===== src/include/pfc_defines.svh =====
// Register offsets, field positions, command codes and timing counts of the flash host
`ifndef PFC_DEFINES_SVH
`define PFC_DEFINES_SVH

// ****************************************
// Register map (byte addresses)
// ****************************************
`define PFC_REG_CTRL 8'h00
`define PFC_REG_ADDR 8'h04
`define PFC_REG_WDATA 8'h08
`define PFC_REG_STATUS 8'h0c
`define PFC_CTRL_CMD_LSB 0
`define PFC_STATUS_BUSY_BIT 0
`define PFC_STATUS_DONE_BIT 1
`define PFC_STATUS_LOCK_BIT 2
`define PFC_STATUS_RDATA_LSB 8
`define PFC_ADDR_RESET 19'h00000
`define PFC_WDATA_RESET 8'h00

// ****************************************
// Command codes written to the control register
// ****************************************
`define PFC_CMD_READ 3'h0
`define PFC_CMD_PROGRAM 3'h1
`define PFC_CMD_SECTOR_ERASE 3'h2
`define PFC_CMD_CHIP_ERASE 3'h3
`define PFC_CMD_LOCKOUT 3'h4
`define PFC_CMD_ID_ENTRY 3'h5
`define PFC_CMD_ID_EXIT 3'h6
`define PFC_CMD_ID_EXIT_SHORT 3'h7

// ****************************************
// Flash command addresses and data
// ****************************************
`define PFC_UNLOCK_ADDR1 19'h00555
`define PFC_UNLOCK_ADDR2 19'h00aaa
`define PFC_UNLOCK_DATA1 8'haa
`define PFC_UNLOCK_DATA2 8'h55
`define PFC_OP_PROGRAM 8'ha0
`define PFC_OP_ERASE_SETUP 8'h80
`define PFC_OP_CHIP_ERASE 8'h10
`define PFC_OP_SECTOR_ERASE 8'h30
`define PFC_OP_LOCKOUT 8'h40
`define PFC_OP_ID_ENTRY 8'h90
`define PFC_OP_ID_EXIT 8'hf0
`define PFC_ID_LOCK_ADDR 19'h00002
`define PFC_TOGGLE_BIT 6

// ****************************************
// Timing
// ****************************************
`define PFC_CLK_MHZ 20
`define PFC_WE_PULSE_NS 100
`define PFC_READ_ACCESS_NS 70
`define PFC_SYNC_STAGES 2
// Least times round up to whole cycles
`define PFC_WE_PULSE_CYC ((`PFC_WE_PULSE_NS * `PFC_CLK_MHZ + 999) / 1000)
`define PFC_READ_CYC (((`PFC_READ_ACCESS_NS * `PFC_CLK_MHZ + 999) / 1000) + `PFC_SYNC_STAGES)

`endif


===== src/include/pfc_pkg.sv =====
// Types shared by the flash host controller
package pfc_pkg;

  typedef enum logic [2:0] {
    ST_IDLE,
    ST_WR_SETUP,
    ST_WR_PULSE,
    ST_WR_HOLD,
    ST_RD_SETUP,
    ST_RD_WAIT,
    ST_RD_GAP,
    ST_DONE
  } pfc_state_t;

  typedef struct packed {
    logic ce_n;
    logic oe_n;
    logic we_n;
    logic [18:0] addr;
    logic [7:0] dout;
    logic doe;
  } pfc_pins_t;

  typedef struct packed {
    logic [18:0] addr;
    logic [7:0] data;
  } pfc_step_t;

endpackage


===== src/rtl/pfc_host.sv =====
// Host controller that runs command sequences on a byte-wide parallel flash
`timescale 1ns/1ps
`include "pfc_defines.svh"

// Notes on behaviour
// - Byte program: AA, 55, A0, then data
// - Lockout: six cycles ending 555 with 40
// - ID entry: AA, 55, then 90
// - ID exit: three cycles or single F0
// - Sector erase ends with sector address, 30
module pfc_host (
  // Clock and reset
  input wire logic clk_i,
  input wire logic rst_i,
  // Wishbone slave
  input wire logic wb_cyc_i,
  input wire logic wb_stb_i,
  input wire logic wb_we_i,
  input wire logic [7:0] wb_adr_i,
  input wire logic [3:0] wb_sel_i,
  input wire logic [31:0] wb_dat_i,
  output logic [31:0] wb_dat_o,
  output logic wb_ack_o,
  // Flash pins
  output logic flash_ce_n_o,
  output logic flash_oe_n_o,
  output logic flash_we_n_o,
  output logic [18:0] flash_addr_o,
  output logic [7:0] flash_dq_o,
  output logic flash_dq_oe_o,
  input wire logic [7:0] flash_dq_i
);

  localparam logic [3:0] WE_CYC = 4'(`PFC_WE_PULSE_CYC);
  localparam logic [3:0] RD_CYC = 4'(`PFC_READ_CYC);
  // ****************************************
  // Command sequence tables
  // ****************************************
  function automatic logic [2:0] seq_len(input logic [2:0] cmd);
    case (cmd)
      `PFC_CMD_PROGRAM: seq_len = 3'd4;
      `PFC_CMD_SECTOR_ERASE, `PFC_CMD_CHIP_ERASE, `PFC_CMD_LOCKOUT: seq_len = 3'd6;
      `PFC_CMD_ID_ENTRY, `PFC_CMD_ID_EXIT: seq_len = 3'd3;
      `PFC_CMD_ID_EXIT_SHORT: seq_len = 3'd1;
      default: seq_len = 3'd0;
    endcase
  endfunction
  function automatic logic needs_poll(input logic [2:0] cmd);
    case (cmd)
      `PFC_CMD_PROGRAM, `PFC_CMD_SECTOR_ERASE, `PFC_CMD_CHIP_ERASE, `PFC_CMD_LOCKOUT:
        needs_poll = 1'b1;
      default: needs_poll = 1'b0;
    endcase
  endfunction
  // Every sequence except the single-cycle ID exit shares the two unlock cycles; only the low bits matter to the device
  function automatic pfc_pkg::pfc_step_t seq_step(input logic [2:0] cmd,
                                                 input logic [2:0] idx,
                                                 input logic [18:0] ta,
                                                 input logic [7:0] td);
    pfc_pkg::pfc_step_t s;
    s.addr = `PFC_UNLOCK_ADDR1;
    s.data = `PFC_UNLOCK_DATA1;
    case (idx)
      3'd0: begin
        if (cmd == `PFC_CMD_ID_EXIT_SHORT) begin
          s.addr = ta;
          s.data = `PFC_OP_ID_EXIT;
        end
      end
      3'd1, 3'd4: begin
        s.addr = `PFC_UNLOCK_ADDR2;
        s.data = `PFC_UNLOCK_DATA2;
      end
      3'd2: begin
        case (cmd)
          `PFC_CMD_PROGRAM: s.data = `PFC_OP_PROGRAM;
          `PFC_CMD_ID_ENTRY: s.data = `PFC_OP_ID_ENTRY;
          `PFC_CMD_ID_EXIT: s.data = `PFC_OP_ID_EXIT;
          default: s.data = `PFC_OP_ERASE_SETUP;
        endcase
      end
      3'd3: begin
        if (cmd == `PFC_CMD_PROGRAM) begin
          s.addr = ta;
          s.data = td;
        end
      end
      3'd5: begin
        case (cmd)
          `PFC_CMD_SECTOR_ERASE: begin
            s.addr = ta;
            s.data = `PFC_OP_SECTOR_ERASE;
          end
          `PFC_CMD_CHIP_ERASE: s.data = `PFC_OP_CHIP_ERASE;
          default: s.data = `PFC_OP_LOCKOUT;
        endcase
      end
      default: s.data = `PFC_UNLOCK_DATA1;
    endcase
    seq_step = s;
  endfunction
  function automatic logic [31:0] merge_sel(input logic [31:0] old_v,
                                           input logic [31:0] new_v,
                                           input logic [3:0] sel);
    for (int i = 0; i < 4; i++) begin
      merge_sel[i*8 +: 8] = sel[i] ? new_v[i*8 +: 8] : old_v[i*8 +: 8];
    end
  endfunction

  // ****************************************
  // Registers and state
  // ****************************************
  pfc_pkg::pfc_state_t state_ff;
  pfc_pkg::pfc_pins_t pins_ff;
  pfc_pkg::pfc_step_t cur_step;
  logic [2:0] cmd_ff;
  logic [2:0] step_ff;
  logic [3:0] cnt_ff;
  logic [18:0] addr_ff;
  logic [7:0] wdata_ff;
  logic [7:0] rdata_ff;
  logic busy_ff;
  logic done_ff;
  logic polling_ff;
  logic have_prev_ff;
  logic prev_toggle_ff;
  logic [7:0] dq_meta_ff;
  logic [7:0] dq_sync_ff;
  logic wb_ack_ff;
  logic [31:0] wb_dat_ff;
  logic wb_hit;
  logic wb_wr;
  logic start;
  logic done_set;
  logic done_clr;
  logic [31:0] status_word;
  logic [31:0] addr_word;
  logic [31:0] wdata_word;
  logic [31:0] addr_merge;
  assign wb_hit = wb_cyc_i && wb_stb_i && !wb_ack_ff;
  assign wb_wr = wb_hit && wb_we_i;
  // Commands written while busy are dropped; software must wait for busy low
  assign start = wb_wr && (wb_adr_i == `PFC_REG_CTRL) && wb_sel_i[0] && !busy_ff;
  assign done_set = (state_ff == pfc_pkg::ST_DONE);
  assign done_clr = wb_wr && (wb_adr_i == `PFC_REG_STATUS) && wb_sel_i[0]
                    && wb_dat_i[`PFC_STATUS_DONE_BIT];
  assign cur_step = seq_step(cmd_ff, step_ff, addr_ff, wdata_ff);
  assign addr_word = {13'h0000, addr_ff};
  assign wdata_word = {24'h000000, wdata_ff};
  assign status_word = {16'h0000, rdata_ff, 5'h00, rdata_ff[0], done_ff, busy_ff};
  assign addr_merge = merge_sel(addr_word, wb_dat_i, wb_sel_i);

  // ****************************************
  // Wishbone slave
  // ****************************************
  always_ff @(posedge clk_i) begin
    if (rst_i) begin
      wb_ack_ff <= 1'b0;
      wb_dat_ff <= 32'h00000000;
    end else begin
      wb_ack_ff <= wb_hit;
      case (wb_adr_i)
        `PFC_REG_CTRL: wb_dat_ff <= {29'h00000000, cmd_ff};
        `PFC_REG_ADDR: wb_dat_ff <= addr_word;
        `PFC_REG_WDATA: wb_dat_ff <= wdata_word;
        `PFC_REG_STATUS: wb_dat_ff <= status_word;
        default: wb_dat_ff <= 32'h00000000;
      endcase
    end
  end
  always_ff @(posedge clk_i) begin
    if (rst_i) begin
      addr_ff <= `PFC_ADDR_RESET;
      wdata_ff <= `PFC_WDATA_RESET;
    end else if (wb_wr && !busy_ff) begin
      if (wb_adr_i == `PFC_REG_ADDR) begin
        addr_ff <= addr_merge[18:0];
      end
      if (wb_adr_i == `PFC_REG_WDATA && wb_sel_i[0]) begin
        wdata_ff <= wb_dat_i[7:0];
      end
    end
  end
  // Set wins over a clear in the same cycle
  always_ff @(posedge clk_i) begin
    if (rst_i) begin
      done_ff <= 1'b0;
    end else if (done_set) begin
      done_ff <= 1'b1;
    end else if (done_clr) begin
      done_ff <= 1'b0;
    end
  end

  // ****************************************
  // Data pin synchroniser
  // ****************************************
  always_ff @(posedge clk_i) begin
    if (rst_i) begin
      dq_meta_ff <= 8'h00;
      dq_sync_ff <= 8'h00;
    end else begin
      dq_meta_ff <= flash_dq_i;
      dq_sync_ff <= dq_meta_ff;
    end
  end

  // ****************************************
  // Flash sequencer
  // ****************************************
  always_ff @(posedge clk_i) begin
    if (rst_i) begin
      state_ff <= pfc_pkg::ST_IDLE;
      pins_ff <= '{ce_n: 1'b1, oe_n: 1'b1, we_n: 1'b1, default: '0};
      cmd_ff <= `PFC_CMD_READ;
      step_ff <= 3'd0;
      cnt_ff <= 4'h0;
      rdata_ff <= 8'h00;
      busy_ff <= 1'b0;
      polling_ff <= 1'b0;
      have_prev_ff <= 1'b0;
      prev_toggle_ff <= 1'b0;
    end else begin
      case (state_ff)
        pfc_pkg::ST_IDLE: begin
          if (start) begin
            cmd_ff <= wb_dat_i[`PFC_CTRL_CMD_LSB +: 3];
            busy_ff <= 1'b1;
            step_ff <= 3'd0;
            polling_ff <= 1'b0;
            have_prev_ff <= 1'b0;
            if (wb_dat_i[`PFC_CTRL_CMD_LSB +: 3] == `PFC_CMD_READ) begin
              state_ff <= pfc_pkg::ST_RD_SETUP;
            end else begin
              state_ff <= pfc_pkg::ST_WR_SETUP;
            end
          end
        end
        pfc_pkg::ST_WR_SETUP: begin
          // OE high and address stable before WE falls; CE falls in this same cycle
          pins_ff.oe_n <= 1'b1;
          pins_ff.addr <= cur_step.addr;
          pins_ff.dout <= cur_step.data;
          pins_ff.doe <= 1'b1;
          pins_ff.ce_n <= 1'b0;
          state_ff <= pfc_pkg::ST_WR_PULSE;
          cnt_ff <= WE_CYC;
        end
        pfc_pkg::ST_WR_PULSE: begin
          // Strobe held low well past the glitch filter
          pins_ff.we_n <= 1'b0;
          cnt_ff <= cnt_ff - 4'h1;
          if (cnt_ff == 4'h1) begin
            state_ff <= pfc_pkg::ST_WR_HOLD;
          end
        end
        pfc_pkg::ST_WR_HOLD: begin
          // WE rises first, so data is latched while still driven
          if (!pins_ff.we_n) begin
            pins_ff.we_n <= 1'b1;
          end else begin
            pins_ff.ce_n <= 1'b1;
            pins_ff.doe <= 1'b0;
            step_ff <= step_ff + 3'd1;
            if (step_ff + 3'd1 != seq_len(cmd_ff)) begin
              state_ff <= pfc_pkg::ST_WR_SETUP;
            end else if (needs_poll(cmd_ff)) begin
              polling_ff <= 1'b1;
              state_ff <= pfc_pkg::ST_RD_SETUP;
            end else begin
              state_ff <= pfc_pkg::ST_DONE;
            end
          end
        end
        pfc_pkg::ST_RD_SETUP: begin
          // Polls read the last loaded address
          pins_ff.addr <= addr_ff;
          pins_ff.doe <= 1'b0;
          pins_ff.ce_n <= 1'b0;
          pins_ff.oe_n <= 1'b0;
          cnt_ff <= RD_CYC;
          state_ff <= pfc_pkg::ST_RD_WAIT;
        end
        pfc_pkg::ST_RD_WAIT: begin
          cnt_ff <= cnt_ff - 4'h1;
          if (cnt_ff == 4'h1) begin
            rdata_ff <= dq_sync_ff;
            pins_ff.ce_n <= 1'b1;
            pins_ff.oe_n <= 1'b1;
            state_ff <= pfc_pkg::ST_RD_GAP;
          end
        end
        pfc_pkg::ST_RD_GAP: begin
          // Busy while the toggle bit differs between successive reads
          if (!polling_ff) begin
            state_ff <= pfc_pkg::ST_DONE;
          end else if (have_prev_ff && prev_toggle_ff == rdata_ff[`PFC_TOGGLE_BIT]) begin
            state_ff <= pfc_pkg::ST_DONE;
          end else begin
            have_prev_ff <= 1'b1;
            prev_toggle_ff <= rdata_ff[`PFC_TOGGLE_BIT];
            state_ff <= pfc_pkg::ST_RD_SETUP;
          end
        end
        pfc_pkg::ST_DONE: begin
          busy_ff <= 1'b0;
          polling_ff <= 1'b0;
          state_ff <= pfc_pkg::ST_IDLE;
        end
        default: state_ff <= pfc_pkg::ST_IDLE;
      endcase
    end
  end

  // ****************************************
  // Outputs
  // ****************************************
  assign wb_ack_o = wb_ack_ff;
  assign wb_dat_o = wb_dat_ff;
  assign {flash_ce_n_o, flash_oe_n_o, flash_we_n_o, flash_addr_o, flash_dq_o,
          flash_dq_oe_o} = pins_ff;

endmodule


===== config.mk =====
export PLATFORM = sky130hd
export DESIGN_NAME = pfc_host
export DESIGN_NICKNAME = d
export VERILOG_FILES = /design/src/include/pfc_pkg.sv /design/src/rtl/pfc_host.sv
export VERILOG_INCLUDE_DIRS = /design/src /design/src/include
export SDC_FILE = /design/constraint.sdc
export NUM_CORES = 1
export LEC_CHECK = 0
export BUFFER_PORTS_ARGS = -buffer_cell sky130_fd_sc_hd__buf_2
export CAP_MARGIN = 20
export CORE_AREA = 2 2 97 169
export CTS_CLUSTER_DIAMETER = 30
export DETAILED_ROUTE_END_ITERATION = 12
export DIE_AREA = 0 0 99 171
export GPL_ROUTABILITY_DRIVEN = 0
export HOLD_SLACK_MARGIN = 0.15
export PLACE_DENSITY = 0.57
export SYNTH_ARGS = -nofsm -noshare
export SYNTH_HDL_FRONTEND = slang
export SYNTH_SLANG_ARGS = --single-unit

===== constraint.sdc =====
create_clock -name clk_i -period 1.9 [get_ports clk_i]
set_clock_uncertainty 0.05 [all_clocks]
set_input_delay 0.475 -clock clk_i [delete_from_list [all_inputs] [get_ports clk_i]]
set_output_delay 0.475 -clock clk_i [all_outputs]
set_load 0.01 [all_outputs]

### Word-level counts from Yosys, hierarchy flattened

Index checks and enable logic that the tools add are counted.

* input bits: 57
* register bits: 133

* mux-type cells: 51
* eq/ne operators: 33
* bitwise logic cells: 1
* reductions and logical operators: 50
* add/subtract/negate cells: 2

Operator list (count)
* 19-bit one-hot mux with 4 select lines: 2
* 27-bit 2-to-1 mux: 2
* 8-bit one-hot mux with 5 select lines: 1
* 19-bit one-hot mux with 2 select lines: 1
* 3-bit 2-to-1 mux: 11
* 3-bit equality test (second input constant): 10
* 3-bit one-hot mux with 8 select lines: 1
* 7-bit one-hot mux with 3 select lines: 1
* 19-bit 2-to-1 mux: 1
* 3-bit by 2-bit equality test with 1-bit output (second input constant): 6
* 3-bit AND reduction: 6
* 8-bit by 4-bit equality test with 1-bit output (second input constant): 2
* 1-bit 2-to-1 mux: 16
* 2-bit inequality test (second input constant): 8
* 3-bit nonzero test: 5
* 7-bit one-hot mux with 2 select lines: 1
* 1-bit logical AND: 12
* 1-bit one-hot mux with 3 select lines: 4
* 3-bit one-hot mux with 4 select lines: 1
* 4-bit one-hot mux with 3 select lines: 1
* 2-bit AND reduction: 6
* 2-bit nonzero test: 6
* 3-bit by 1-bit equality test with 1-bit output (second input constant): 3
* 3-bit zero test: 3
* 17 further kinds: 27

### Longest topological paths before layout

* word-level depth: 15
* depth in mapped cells: 9
* gate-level depth less buffers: 7

### Least setup slack after synthesis

OpenSTA, ideal clock, no wires.

* kind: in2reg
* from: input port wb_adr_i[5]
* to: register addr_ff[0]
* path slack: -0.128 ns
* stages on the path: 5
* library setup time: 0.128 ns
* path buffers: 0
* required time: 1.722 ns
* arrival: 1.850 ns
* path through: or4_4 -> nor4_4 -> nand3_2 -> mux2i_1 -> nor2_1

* cells in the longest elaborated chain, start to end: 2

Ends and longest elaborated chain
* start: declaration: RTL line pfc_host.sv:19 `input wire logic [7:0] wb_adr_i,`
* 8-bit by 3-bit equality test with 1-bit output
* 3-bit AND reduction (no source line)
* end signal: assignment: RTL line pfc_host.sv:173 `` addr_ff <= `PFC_ADDR_RESET; ``
* end signal: assignment: RTL line pfc_host.sv:177 `addr_ff <= addr_merge[18:0];`
* end: declaration: RTL line pfc_host.sv:119 `logic [18:0] addr_ff;`

Every way passes these cells.
A chain may end at the register's enable or synchronous reset.

### Final worst setup path

* from: register step_ff[0]
* to: register polling_ff

* cells in the longest elaborated chain, start to end: 4

Ends and longest elaborated chain
* start: declaration: RTL line pfc_host.sv:117 `logic [2:0] step_ff;`
* start signal: assignment: RTL line pfc_host.sv:264 `step_ff <= step_ff + 3'd1;`
* 3-bit by 1-bit adder with 3-bit output: RTL line pfc_host.sv:265 `if (step_ff + 3'd1 != seq_len(cmd_ff)) begin`
* 3-bit inequality test: RTL line pfc_host.sv:265
* 2-bit inequality test (no source line)
* 5-bit AND reduction (no source line)
* end signal: assignment: RTL line pfc_host.sv:230 `polling_ff <= 1'b0;`
* end signal: assignment: RTL line pfc_host.sv:268 `polling_ff <= 1'b1;`
* end signal: assignment: RTL line pfc_host.sv:307 `polling_ff <= 1'b0;`
* end: declaration: RTL line pfc_host.sv:124 `logic polling_ff;`

Every way passes these cells.

==> flow_metrics.env <==
export IMPL_fin_util=0.459
export IMPL_holdWs_ns=0.216
export IMPL_start_util=0.342
export IMPL_avgSynthCellArea_um2=9.39
export IMPL_synth_async_reset_ratio=0
export IMPL_ys_warn_count=0
export IMPL_path_class="flop to flop"
export IMPL_syn_area_mm2=0.00535
export IMPL_grt_usage=0.183
export IMPL_crit_fanout=2
export IMPL_dpl_cell_count=882
export IMPL_grt_overflow_total=0
export IMPL_ir_drop_mv=0.861
export IMPL_die_area_mm2=0.0169
export IMPL_pre_cts_slack_ns=-0.377
export IMPL_ys_top_cells_by_area="dfxtp_1 45%, mux2i_1 9.0%, nor2_1 5.4%"
export IMPL_die_w_um=99
export IMPL_fin_nets=778
export IMPL_htreeDepth=4
export IMPL_worst_skew_pair_late_latency_ns=0.41
export IMPL_routedWlPerCell_um=16.8
export IMPL_yosysUniqueCellTypes=69
export IMPL_critPathMaxStageDelay_ns=0.34
export IMPL_worstHoldStart="flash_dq_i[2]"
export IMPL_multiInputGateArea_mm2=0.00287
export IMPL_startpoint_type="flop"
export IMPL_area_growth_pct=34.2
export IMPL_io_pins=121
export IMPL_finalCritPeriodShare=1.02
export IMPL_worstPathCellList="inv_2, ha_4, or3b_1, a21o_2, a2111oi_4, buf_4, a31oi_1, nor2_1"
export IMPL_dpl_instance_area_mm2=0.00636
export IMPL_hp_class="input port to flop"
export IMPL_clkSlewWorstSetupHoldPaths_ns=0.06
export IMPL_die_h_um=171
export IMPL_finalInstanceArea_mm2=0.00718
export IMPL_violations="setup timing"
export IMPL_layout_setup_ws_ns=-0.0400
export IMPL_required_ns=2.20
export IMPL_p_int_mw=5.32
export IMPL_p_leak_nw=3.17
export IMPL_crit_family="compound AO/OA/AOI/OAI gates"
export IMPL_numClockSinks=120
export IMPL_power_switching_mw=2.39
export IMPL_clockBufferDepth=2
export IMPL_finalPower_mw=7.71
export IMPL_yosysTopAreaCellShare=0.449
export IMPL_max_freq_mhz=515
export IMPL_status="finished, violations left"
export IMPL_p_clk_frac=0.410
export IMPL_num_antenna_cells=0
export IMPL_grt_antenna_before_repair=0
export IMPL_grt_pass1_vias=4759
export IMPL_synth_ff_latch_count=120
export IMPL_pwr_share_comb=0.225
export IMPL_p_per_area_mw_per_mm2=1070
export IMPL_core_area_mm2=0.0156
export IMPL_cp_startpoint="step_ff[0]"
export IMPL_drtPass1Iterations=4
export IMPL_seqCellArea_mm2=0.00241
export IMPL_grt_max_degree=56
export IMPL_drive_above_1_share=0.355
export IMPL_cp_end_kind="flop"
export IMPL_num_vias=4753
export IMPL_fin_cells=916
export IMPL_cp_num_buf_inv=2
export IMPL_cp_slowest_cell="dfxtp_2"
export IMPL_cts_buffers=17
export IMPL_rsz0062_at_grt="yes"
export IMPL_fp_row_count=61
export IMPL_netlist_instances=570
export IMPL_post_route_drc_count=0
export IMPL_grt_pass1_wl_um=24200
export IMPL_yosysTopAreaCell="dfxtp_1"
export IMPL_port_buffers=93
export IMPL_fillers=1449
export IMPL_drtAntennaViolNets=0
export IMPL_p_sw_frac=0.310
export IMPL_finalSetupTns_ns=-0.0400
export IMPL_drv_cap=0
export IMPL_hold_viol=0
export IMPL_arrival_ns=2.24
export IMPL_post_dp_hpwl_um=11400
export IMPL_synth_seq_area_share=0.449
export IMPL_period_minus_slack_ns=1.94
export IMPL_ys_flop_type="dfxtp_1"
export IMPL_cts_tree="yes"
export IMPL_vias_per_cell=5.19
export IMPL_slew_violations=0
export IMPL_setup_viol=1
export IMPL_root_buffer="clkbuf_16"
export IMPL_synth_edf_count=0
export IMPL_drt_iter0_markers=158
export IMPL_seq_power_share=0.364
export IMPL_finalWirelength_um=15400
export IMPL_r2r_start="step_ff[0]"
area by class of cell:
cell class / count / area share
inverter: 13 / 0.00680
sequential: 120 / 0.336
timing repair buffer: 161 / 0.144
clock buffer: 19 / 0.0631
tap: 189 / 0.0329
multi-input combinational: 401 / 0.399
clock inverter: 13 / 0.0185
state kept, by name, summed over array words and instances (netlist names), 3 cells and up:
signal,count
addr_ff,19
step_ff,3
cnt_ff,4
dq_meta_ff,8
flash_addr_o,19
state_ff,3
flash_dq_o,8
wb_dat_o,19
wdata_ff,8
cmd_ff,3
rdata_ff,8
dq_sync_ff,8
cells in the final DEF (no fill, tap or decap), types with 5 or more instances in the layout:
master and instances:
mux2i_1 47, inv_6 7, nor2b_1 22, and2_1 7, or2_2 5, dfxtp_2 5
dfxtp_1 115, nor3_1 7, a221oi_2 6, nand3_1 17, a22o_1 7, a21oi_1 30
conb_1 13, inv_1 11, o21ai_0 20, clkbuf_16 17, a22oi_1 8, nor2_1 75
nand2_1 28, buf_4 62, buf_2 93
power groups by stage:
stage	logic, mW	registers [mW]	clock network (mW)
2_1_floorplan	0.996	2.87	0
3_3_place_gp	1.59	2.85	0
3_5_place_dp	1.64	2.86	0
4_1_cts	1.68	2.81	3.23
5_1_grt	1.91	2.82	3.33
6_report	1.74	2.81	3.16
per-layer routing:
metal / wire length, µm / global-route usage
met1: 6020 / 0.198
met2: 8200 / 0.334
met3: 752 / 0.0408
met4: 452 / 0.0858
met5: 0 / 0
synthesized netlist by cell type, types with 4 or more instances:
cell	count
nor2_1	77
mux2i_1	48
buf_2	7
clkbuf_1	17
nand2_1	28
nand2b_1	4
buf_6	4
buf_4	15
ha_1	7
or2_2	5
a311oi_1	4
dfxtp_1	120
nor3_1	7
a22o_1	7
a221oi_1	8
xnor2_1	4
nand3_1	17
and2_1	8
a22oi_1	9
a31oi_1	5
inv_1	13
nor2b_1	23
o21ai_0	24
nand3_2	4
a21oi_1	32
o22ai_1	4
nor3b_1	4
kinds of logic (layout without fill, tap and decap cells):
logic type	Yosys count	in the layout	share of synthesized area
XOR/XNOR	6	6	0.00982
flip-flops	120	120	0.449
other	1	13	0.000701
AND/OR/NAND/NOR	202	202	0.198
adder cells (fa/ha/maj)	7	7	0.0164
AO/OA/AOI/OAI	121	121	0.157
buffers and inverters	61	206	0.0645
multiplexers	52	52	0.105
repair_timing:
action	in CTS	in global routing
pin swaps	3	14
gates resized for setup	17	34
setup buffers	1	1
hold buffers	0	0
gates cloned	0	0
setup endpoints to repair	23	32
worst paths after layout:
kind	cells past startpoint	slack [ns]	endpoint
worst min-delay path	2	0.22	dq_meta_ff[2]
worst min register to register	1	0.36	wb_ack_o
worst max-delay path	8	-0.04	polling_ff
worst max register to register	8	-0.04	polling_ff
No activity file was read; power rests on OpenSTA's default activity.
